--- src/common/arc_pkg.sv ---
// Shared constants, field layouts and rate-code helpers for the rate converter control
package arc_pkg;

  // ----------------------------------------------------------------
  // Device register map (16-bit data)
  // ----------------------------------------------------------------
  localparam logic [15:0] REG_PATH_EN   = 16'h0ee0;
  localparam logic [15:0] REG_PATH_STS  = 16'h0ee1;
  localparam logic [15:0] REG_RATE_A    = 16'h0ee2;
  localparam logic [15:0] REG_RATE_B    = 16'h0ee3;
  localparam logic [15:0] REG_SRC_BASE  = 16'h0a80;
  localparam logic [15:0] REG_SRC_LAST  = 16'h0a98;
  localparam int          SRC_STEP_LSB  = 3;

  // ----------------------------------------------------------------
  // Field positions and reset values
  // ----------------------------------------------------------------
  localparam int          EN_FWD_R      = 0;
  localparam int          EN_FWD_L      = 1;
  localparam int          EN_REV_R      = 2;
  localparam int          EN_REV_L      = 3;
  localparam int          RATE_LSB      = 11;
  localparam int          RATE_MSB      = 15;
  localparam logic [3:0]  EN_RST        = 4'h0;
  localparam logic [4:0]  RATE_A_RST    = 5'h00;
  localparam logic [4:0]  RATE_B_RST    = 5'h08;
  localparam logic [7:0]  SRC_RST       = 8'h00;

  // ----------------------------------------------------------------
  // Rate codes
  // ----------------------------------------------------------------
  localparam logic [4:0]  RATE_SYS_1    = 5'h00;
  localparam logic [4:0]  RATE_SYS_3    = 5'h02;
  localparam logic [4:0]  RATE_SEC_1    = 5'h08;
  localparam logic [4:0]  RATE_SEC_2    = 5'h09;
  localparam int          RATE_DOM_BIT  = 3;

  // ----------------------------------------------------------------
  // Timing
  // ----------------------------------------------------------------
  localparam int          CLK_PERIOD_NS = 50;
  localparam int          LOCK_TIME_NS  = 100_000;
  localparam int          SRC_WAIT_NS   = 125_000;
  localparam int          CNT_W         = 12;
  localparam logic [11:0] LOCK_CYC      = 12'(LOCK_TIME_NS / CLK_PERIOD_NS);
  localparam logic [11:0] SRC_WAIT_CYC  = 12'((SRC_WAIT_NS + CLK_PERIOD_NS - 1) / CLK_PERIOD_NS);

  // ----------------------------------------------------------------
  // Controller register map (AXI4-Lite byte offsets) and limits
  // ----------------------------------------------------------------
  localparam logic [5:0]  CTL_ENABLE    = 6'h00;
  localparam logic [5:0]  CTL_RATE_A    = 6'h04;
  localparam logic [5:0]  CTL_RATE_B    = 6'h08;
  localparam logic [5:0]  CTL_SRC       = 6'h0c;
  localparam logic [5:0]  CTL_KHZ       = 6'h10;
  localparam logic [5:0]  CTL_STATUS    = 6'h14;
  localparam int          CTL_ERR_BIT   = 4;
  localparam logic [8:0]  KHZ_MIN       = 9'h008;
  localparam logic [8:0]  KHZ_MAX       = 9'h0c0;
  localparam logic [2:0]  RATIO_MAX     = 3'h6;
  localparam logic [1:0]  RESP_OKAY     = 2'h0;
  localparam logic [1:0]  RESP_SLVERR   = 2'h2;

  function automatic logic arc_rate_valid(input logic [4:0] code);
    return (code <= RATE_SYS_3) || (code == RATE_SEC_1) || (code == RATE_SEC_2);
  endfunction

  // 0 = system domain, 1 = secondary domain
  function automatic logic arc_rate_dom(input logic [4:0] code);
    return code[RATE_DOM_BIT];
  endfunction

endpackage

--- src/common/arc_link_if.sv ---
// Register link between the converter control (device) and its configuring controller
`timescale 1ns/100ps
interface arc_link_if (
  input wire logic aclk,   // Shared clock
  input wire logic aresetn // Shared synchronous reset, active low
);
  logic        req;   // Access request, held until ack
  logic        we;    // 1 = write, 0 = read
  logic [15:0] addr;  // Device register address
  logic [15:0] wdata; // Write data
  logic        ack;   // One-cycle completion pulse
  logic [15:0] rdata; // Read data, valid with ack

  modport dev (input req, input we, input addr, input wdata, output ack, output rdata);
  modport ctl (output req, output we, output addr, output wdata, input ack, input rdata);
endinterface

--- src/hw/arc_ctl.sv ---
// Configuring controller: AXI4-Lite command registers driving the converter control link
//
// Design decision made here: the AXI4-Lite slave port.
`timescale 1ns/100ps
module arc_ctl
  import arc_pkg::*;
(
  input  wire logic        aclk,    // System clock, 20 MHz
  input  wire logic        aresetn, // Synchronous reset, active low
  arc_link_if.ctl          link,    // Device register access
  input  wire logic [5:0]  awaddr,  // AXI4-Lite write address
  input  wire logic        awvalid, // Write address valid
  output logic             awready, // Write address ready
  input  wire logic [31:0] wdata,   // Write data
  input  wire logic [3:0]  wstrb,   // Write strobes
  input  wire logic        wvalid,  // Write data valid
  output logic             wready,  // Write data ready
  output logic      [1:0]  bresp,   // Write response
  output logic             bvalid,  // Write response valid
  input  wire logic        bready,  // Write response ready
  input  wire logic [5:0]  araddr,  // Read address
  input  wire logic        arvalid, // Read address valid
  output logic             arready, // Read address ready
  output logic      [31:0] rdata,   // Read data
  output logic      [1:0]  rresp,   // Read response
  output logic             rvalid,  // Read data valid
  input  wire logic        rready   // Read data ready
);

  typedef enum logic [1:0] {CS_IDLE, CS_WR, CS_RD} arc_ctl_e;

  typedef struct packed {
    arc_ctl_e    state;
    logic        aw_got;
    logic        w_got;
    logic        wstrb_none;
    logic [5:0]  waddr;
    logic [31:0] wd;
    logic        bvalid;
    logic [1:0]  bresp;
    logic        rvalid;
    logic [31:0] rdata;
    logic        l_we;
    logic [15:0] l_addr;
    logic [15:0] l_wdata;
    logic [3:0]  en;
    logic [4:0]  rate_a;
    logic [4:0]  rate_b;
    logic [3:0]  src_nz;
    logic [8:0]  khz_a;
    logic [8:0]  khz_b;
    logic [11:0] wait_cnt;
    logic [3:0]  sts;
    logic        err;
  } arc_ctl_s;

  arc_ctl_s r;
  arc_ctl_s next_r;

  // ----------------------------------------------------------------
  // Next state
  // ----------------------------------------------------------------
  always_comb
  begin
    logic        khz_ok;
    logic        rate_ok;
    logic [8:0]  lo;
    logic [8:0]  hi;
    logic [1:0]  path;
    next_r  = r;
    lo      = (r.khz_a < r.khz_b) ? r.khz_a : r.khz_b;
    hi      = (r.khz_a < r.khz_b) ? r.khz_b : r.khz_a;
    path    = r.wd[17:16];
    khz_ok  = (lo >= KHZ_MIN) && (hi <= KHZ_MAX)
              && ({3'h0, hi} <= ({3'h0, lo} * {9'h000, RATIO_MAX}));
    rate_ok = khz_ok && (r.src_nz == 4'h0) && (r.wait_cnt == SRC_WAIT_CYC);

    awready = !r.aw_got && !r.bvalid;
    wready  = !r.w_got && !r.bvalid;
    arready = !r.rvalid;

    if (awvalid && awready)
    begin
      next_r.aw_got = 1'b1;
      next_r.waddr  = awaddr;
    end
    if (wvalid && wready)
    begin
      next_r.w_got      = 1'b1;
      next_r.wd         = wdata;
      // A write with no strobes is answered but changes nothing
      next_r.wstrb_none = wstrb == 4'h0;
    end
    if (bvalid && bready)
      next_r.bvalid = 1'b0;
    if (rvalid && rready)
      next_r.rvalid = 1'b0;

    if (arvalid && arready)
    begin
      next_r.rvalid = 1'b1;
      if (araddr == CTL_ENABLE)
        next_r.rdata = {28'h0000_000, r.en};
      else if (araddr == CTL_RATE_A)
        next_r.rdata = {27'h000_0000, r.rate_a};
      else if (araddr == CTL_RATE_B)
        next_r.rdata = {27'h000_0000, r.rate_b};
      else if (araddr == CTL_SRC)
        next_r.rdata = {28'h0000_000, r.src_nz};
      else if (araddr == CTL_KHZ)
        next_r.rdata = {7'h00, r.khz_b, 7'h00, r.khz_a};
      else if (araddr == CTL_STATUS)
        next_r.rdata = {26'h000_0000, r.state != CS_IDLE, r.err, r.sts};
      else
        next_r.rdata = 32'h0000_0000;
    end

    // The guard time restarts whenever any source is still selected
    if (r.src_nz != 4'h0)
      next_r.wait_cnt = 12'h000;
    else if (r.wait_cnt != SRC_WAIT_CYC)
      next_r.wait_cnt = r.wait_cnt + 12'h001;

    case (r.state)
      CS_IDLE:
      begin
        if (r.aw_got && r.w_got && !r.bvalid)
        begin
          next_r.aw_got = 1'b0;
          next_r.w_got  = 1'b0;
          next_r.bresp  = RESP_OKAY;
          next_r.bvalid = 1'b1;
          next_r.l_we   = 1'b1;
          if (r.wstrb_none)
          begin
          end
          else if (r.waddr == CTL_ENABLE)
          begin
            next_r.en      = r.wd[3:0];
            next_r.l_addr  = REG_PATH_EN;
            next_r.l_wdata = {12'h000, r.wd[3:0]};
            next_r.state   = CS_WR;
            next_r.bvalid  = 1'b0;
          end
          else if ((r.waddr == CTL_RATE_A || r.waddr == CTL_RATE_B) && rate_ok)
          begin
            if (r.waddr == CTL_RATE_A)
              next_r.rate_a = r.wd[4:0];
            else
              next_r.rate_b = r.wd[4:0];
            next_r.l_addr  = (r.waddr == CTL_RATE_A) ? REG_RATE_A : REG_RATE_B;
            next_r.l_wdata = {r.wd[4:0], 11'h000};
            next_r.state   = CS_WR;
            next_r.bvalid  = 1'b0;
          end
          // Forward inputs run at rate A, reverse inputs at rate B
          else if (r.waddr == CTL_SRC
                   && (r.wd[7:0] == 8'h00 || r.wd[12:8] == (path[1] ? r.rate_b : r.rate_a)))
          begin
            next_r.src_nz[path] = r.wd[7:0] != 8'h00;
            next_r.l_addr       = REG_SRC_BASE + {11'h000, path, 3'h0};
            next_r.l_wdata      = {8'h00, r.wd[7:0]};
            next_r.state        = CS_WR;
            next_r.bvalid       = 1'b0;
          end
          else if (r.waddr == CTL_KHZ)
          begin
            next_r.khz_a = r.wd[8:0];
            next_r.khz_b = r.wd[24:16];
          end
          else if (r.waddr == CTL_STATUS)
          begin
            if (r.wd[CTL_ERR_BIT])
              next_r.err = 1'b0;
          end
          else
          begin
            next_r.bresp = RESP_SLVERR;
            next_r.err   = 1'b1;
          end
        end
        else
        begin
          next_r.l_we   = 1'b0;
          next_r.l_addr = REG_PATH_STS;
          next_r.state  = CS_RD;
        end
      end
      CS_WR:
      begin
        if (link.ack)
        begin
          next_r.state  = CS_IDLE;
          next_r.bvalid = 1'b1;
        end
      end
      CS_RD:
      begin
        if (link.ack)
        begin
          next_r.state = CS_IDLE;
          next_r.sts   = link.rdata[3:0];
        end
      end
      default:
        next_r.state = CS_IDLE;
    endcase
  end

  always_ff @(posedge aclk)
  begin
    if (!aresetn)
    begin
      r        <= '0;
      r.state  <= CS_IDLE;
      r.en     <= EN_RST;
      r.rate_a <= RATE_A_RST;
      r.rate_b <= RATE_B_RST;
    end
    else
      r <= next_r;
  end

  assign link.req   = r.state != CS_IDLE;
  assign link.we    = r.l_we;
  assign link.addr  = r.l_addr;
  assign link.wdata = r.l_wdata;
  assign bresp      = r.bresp;
  assign bvalid     = r.bvalid;
  assign rdata      = r.rdata;
  assign rresp      = RESP_OKAY;
  assign rvalid     = r.rvalid;

endmodule

--- src/flat_wrapper.sv ---
// flat-port wrapper written by rule: the top's interface ports become plain ports
module arc_ctl_flat import arc_pkg::*;
  (aclk, aresetn, awaddr, awvalid, awready, wdata, wstrb, wvalid, wready, bresp, bvalid, bready, araddr, arvalid, arready, rdata, rresp, rvalid, rready, link_req, link_we, link_addr, link_wdata, link_ack, link_rdata);
  arc_link_if link_i (.aclk(aclk), .aresetn(aresetn));
  input  wire logic aclk;
  input  wire logic aresetn;
  input  wire logic [5:0] awaddr;
  input  wire logic awvalid;
  output logic awready;
  input  wire logic [31:0] wdata;
  input  wire logic [3:0] wstrb;
  input  wire logic wvalid;
  output logic wready;
  output logic      [1:0] bresp;
  output logic bvalid;
  input  wire logic bready;
  input  wire logic [5:0] araddr;
  input  wire logic arvalid;
  output logic arready;
  output logic      [31:0] rdata;
  output logic      [1:0] rresp;
  output logic rvalid;
  input  wire logic rready;
  output wire logic [$bits(link_i.req)-1:0] link_req;
  output wire logic [$bits(link_i.we)-1:0] link_we;
  output wire logic [$bits(link_i.addr)-1:0] link_addr;
  output wire logic [$bits(link_i.wdata)-1:0] link_wdata;
  input wire logic [$bits(link_i.ack)-1:0] link_ack;
  input wire logic [$bits(link_i.rdata)-1:0] link_rdata;
  assign link_req = link_i.req;
  assign link_we = link_i.we;
  assign link_addr = link_i.addr;
  assign link_wdata = link_i.wdata;
  assign link_i.ack = link_ack;
  assign link_i.rdata = link_rdata;
  arc_ctl u_core (.aclk(aclk), .aresetn(aresetn), .link(link_i), .awaddr(awaddr), .awvalid(awvalid), .awready(awready), .wdata(wdata), .wstrb(wstrb), .wvalid(wvalid), .wready(wready), .bresp(bresp), .bvalid(bvalid), .bready(bready), .araddr(araddr), .arvalid(arvalid), .arready(arready), .rdata(rdata), .rresp(rresp), .rvalid(rvalid), .rready(rready));
endmodule
--- config.mk ---
export PLATFORM = sky130hd
export DESIGN_NAME = arc_ctl_flat
export DESIGN_NICKNAME = d
export VERILOG_FILES = /design/src/common/arc_pkg.sv /design/src/common/arc_link_if.sv /design/src/hw/arc_ctl.sv /design/src/flat_wrapper.sv
export SDC_FILE = /design/constraint.sdc
export NUM_CORES = 1
export LEC_CHECK = 0
export ABC_AREA = 1
export BUFFER_PORTS_ARGS = -buffer_cell sky130_fd_sc_hd__buf_2
export CAP_MARGIN = 20
export CORE_UTILIZATION = 55
export DETAILED_ROUTE_END_ITERATION = 6
export GPL_ROUTABILITY_DRIVEN = 0
export PLACE_DENSITY = 0.78
export SETUP_SLACK_MARGIN = 0.1
export SLEW_MARGIN = 10
export SYNTH_ARGS = -nofsm -noshare
export SYNTH_HDL_FRONTEND = slang
export SYNTH_SLANG_ARGS = --single-unit
--- constraint.sdc ---
create_clock -name aclk -period 5.6 [get_ports aclk]
set_input_delay 1.12 -clock aclk [delete_from_list [all_inputs] [get_ports aclk]]
set_output_delay 1.12 -clock aclk [all_outputs]
set_load 0.02 [all_outputs]
==> impl_metrics.ini <==
[placement]
place_ws_ns = 0.268
placed_cell_area_um2 = 7180
port_buffers = 98
dp_cells = 1182
dp_hpwl_um = 11800

[global_routing]
use_met1 = 0.342
met3_usage = 0.0588
overflow = 0
grt_util_all_layers = 0.252
grt_busiest_layer = met2
grt_start_max_net_pins = 69
grt_pass1_vias = 5454
grt_pass1_wl_um = 25700
grt_use_met2 = 0.392
antenna_found_initial = 0

[hold_path]
hp-class = reg -> reg
hold_path_startpoint = u_core.link.addr[0]
worstHoldPathCells = 2

[worst_setup_path]
reg2reg_from = u_core.r[25]
critPathCaptureType = flip-flop
criticalPathCategory = reg -> reg
cp_slowest_cell = dfxtp_1
arrival_ns = 5.31
critical_path.startpoint = u_core.r[25]
r2r_cells = 31
worst_path_most_repeated_cell = nand2_1
crit_path_start_kind = flip-flop
cp_max_fo = 13
slowest_delay_ns = 0.43
critical_path_required_ns = 5.86

[route]
vias = 6216
antenna_left = 0
viasPerCell = 5.12
routed_wirelength_um = 15700
wl_per_cell_um = 13.0
first_pass_iters = 7
drc = 0
drt-initial-drc-count = 405

[power_and_ir_drop]
p_comb_frac = 0.100
total_power_mw = 2.19
power.internal_mw = 1.63
p_leak_nw = 3.41
powerDensity_nw_per_um2 = 283
ir_drop_v = 0.000224
switchingPower_mw = 0.557
switching_share = 0.255
power_frac_seq = 0.444
clkPwrFrac = 0.456

[layout]
final_cell_mix = nand2_1 (192), dfxtp_1 (127), inv_1 (115)
design_area_um2 = 7720
finalNonFillerCells = 1213
drive_above_1_share = 0.149
area_growth_pct = 11.3
diodes = 0
mostFrequentLayoutCell = nand2_1
fillers = 1125
finish.utilization = 0.635
fin_nets = 1142

[yosys]
synthSimpleGateAreaFrac = 0.226
syn_avg_cell_area_um2 = 7.11
synth_seq_cells = 127
synth.distinct_cells = 46
ys_seq_area_frac = 0.366
synthXorXnorAreaFrac = 0.0177
synth_fa_ha_area_frac = 0.0678
synth_area_um2 = 6940
yosysWarnings = 0
synth_mux_area_frac = 0
synth_top_family_by_area = simple AND/OR/NAND/NOR gates
syn_inst = 976
synth_compound_area_frac = 0.164

[timing]
max_freq_mhz = 198
worst_slack_ns = 0.552
worst_pin_slew_ns = 0.828
relSlewSlack = 0.447
setup-violations-final = 0
holdWs_ns = 0.450
grt_setup_unrepaired = false
finalClockSkew_ns = 0.00892
hold_viol_final = 0
min_period_over_period = 0.901
fin_setup_tns_ns = 0
drv_slew = 0
min_period_ns = 5.05

[die]
core_um2 = 12200
die_x_um = 114
num_io_pins = 147
initial_core_util = 0.571
dieArea_um2 = 13100
rows = 40
die-height_um = 114

[clock_network]
root_buffer = clkbuf_16
cts-buffers-inserted = 17
cts_hold_buf = 0
clock-sinks = 127
cts_tree = built
cts.reportedPaths.clkPinSlew_ns = 0.05
clk_path_buf_depth = 2
worstSkewPairLatency_ns = 0.42
cts_max_level = 4

[run_status]
status = finished, final reports clean

[flow_run]
max_cap_viol_count = 0
[timing repair]
item	in CTS	in global routing
setup buffers	0	0
endpoints found under the setup margin	0	52
resized for setup	0	6
[Yosys cell counts, drive strengths merged]
cell type	instances	area [µm²]
a21o	2	15.0
o211ai	5	37.5
or2	1	6.26
dfxtp	127	2540
xnor2	6	52.6
a2111oi	1	8.76
inv	121	457
o21bai	1	11.3
and2	1	6.26
o31ai	1	7.51
nand4	10	62.6
nor3	21	105
nor4b	1	8.76
a31oi	1	6.26
fa	1	20.0
clkbuf	18	67.6
a22oi	1	7.51
o21ai	70	354
a21oi	101	517
buf	77	566
nor2	106	408
a211oi	14	105
xor2	8	70.1
ha	36	450
a32oi	1	8.76
clkinv	1	3.75
nor4	6	37.5
o22ai	6	37.5
o21a	3	22.5
nand3	31	185
conb	1	3.75
nand2	196	751
[path summary, 6_finish.rpt]
check / end / slack [ns]
min: u_core.link.addr[0] / 0.45
min reg2reg: u_core.link.addr[0] / 0.45
max reg2reg: u_core.link.wdata[2] / 0.55
max: u_core.link.wdata[2] / 0.55
[cell type report]
cell class / count / area [µm²] / share of cell area
inverter: 122 / 460 / 0.0596
multi-input combinational: 657 / 3410 / 0.442
sequential: 127 / 2540 / 0.329
clock inverter: 8 / 65.1 / 0.00842
tap: 168 / 210 / 0.0272
timing repair buffer: 108 / 566 / 0.0732
clock buffer: 23 / 468 / 0.0606
[critical path: cells and delay by family, from the launching register on]
family                     cells  cell delay [ns]
buffers and inverters          4             0.48
and+or+nand+nor               15             1.65
DFF                            1             0.43
adders and majority gates      3             0.93
AOI/OAI and AO/OA              8             1.25
xor gates and xnor gates       1             0.15
[state kept, by name, indices dropped and copies added, names as in the netlist]
signal,flops
u_core.link.we,1
u_core.link.wdata,13
u_core.rdata,18
u_core.rvalid,1
u_core.bvalid,1
u_core.r,86
u_core.link.addr,6
u_core.bresp,1
[cells by family (layout without fill, tap and decap cells)]
group / count (synthesis) / count (layout)
AOI/OAI and AO/OA: 207 / 207
xor gates and xnor gates: 14 / 14
adders and majority gates: 37 / 37
buffers and inverters: 217 / 261
DFF: 127 / 127
other: 1 / 26
and+or+nand+nor: 373 / 373
[power by group through the flow]
stage                     clock [mW]  sequential, mW  combinational [mW]
after floorplan                    0           0.979               0.181
after global placement             0           0.988               0.213
after detailed placement           0           0.989               0.216
after CTS                       1.01           0.970               0.217
after global routing            1.06           0.975               0.246
final                          0.999           0.971               0.219
[per-layer routing]
metal  part of all wire  wire, µm  vias up
met4              0.020       312        0
li1                   -         -     3189
met5                  0         0        -
met3              0.063       994       23
met2               0.43      6820      204
met1               0.48      7610     2800
No activity file was read; power rests on OpenSTA's default activity.
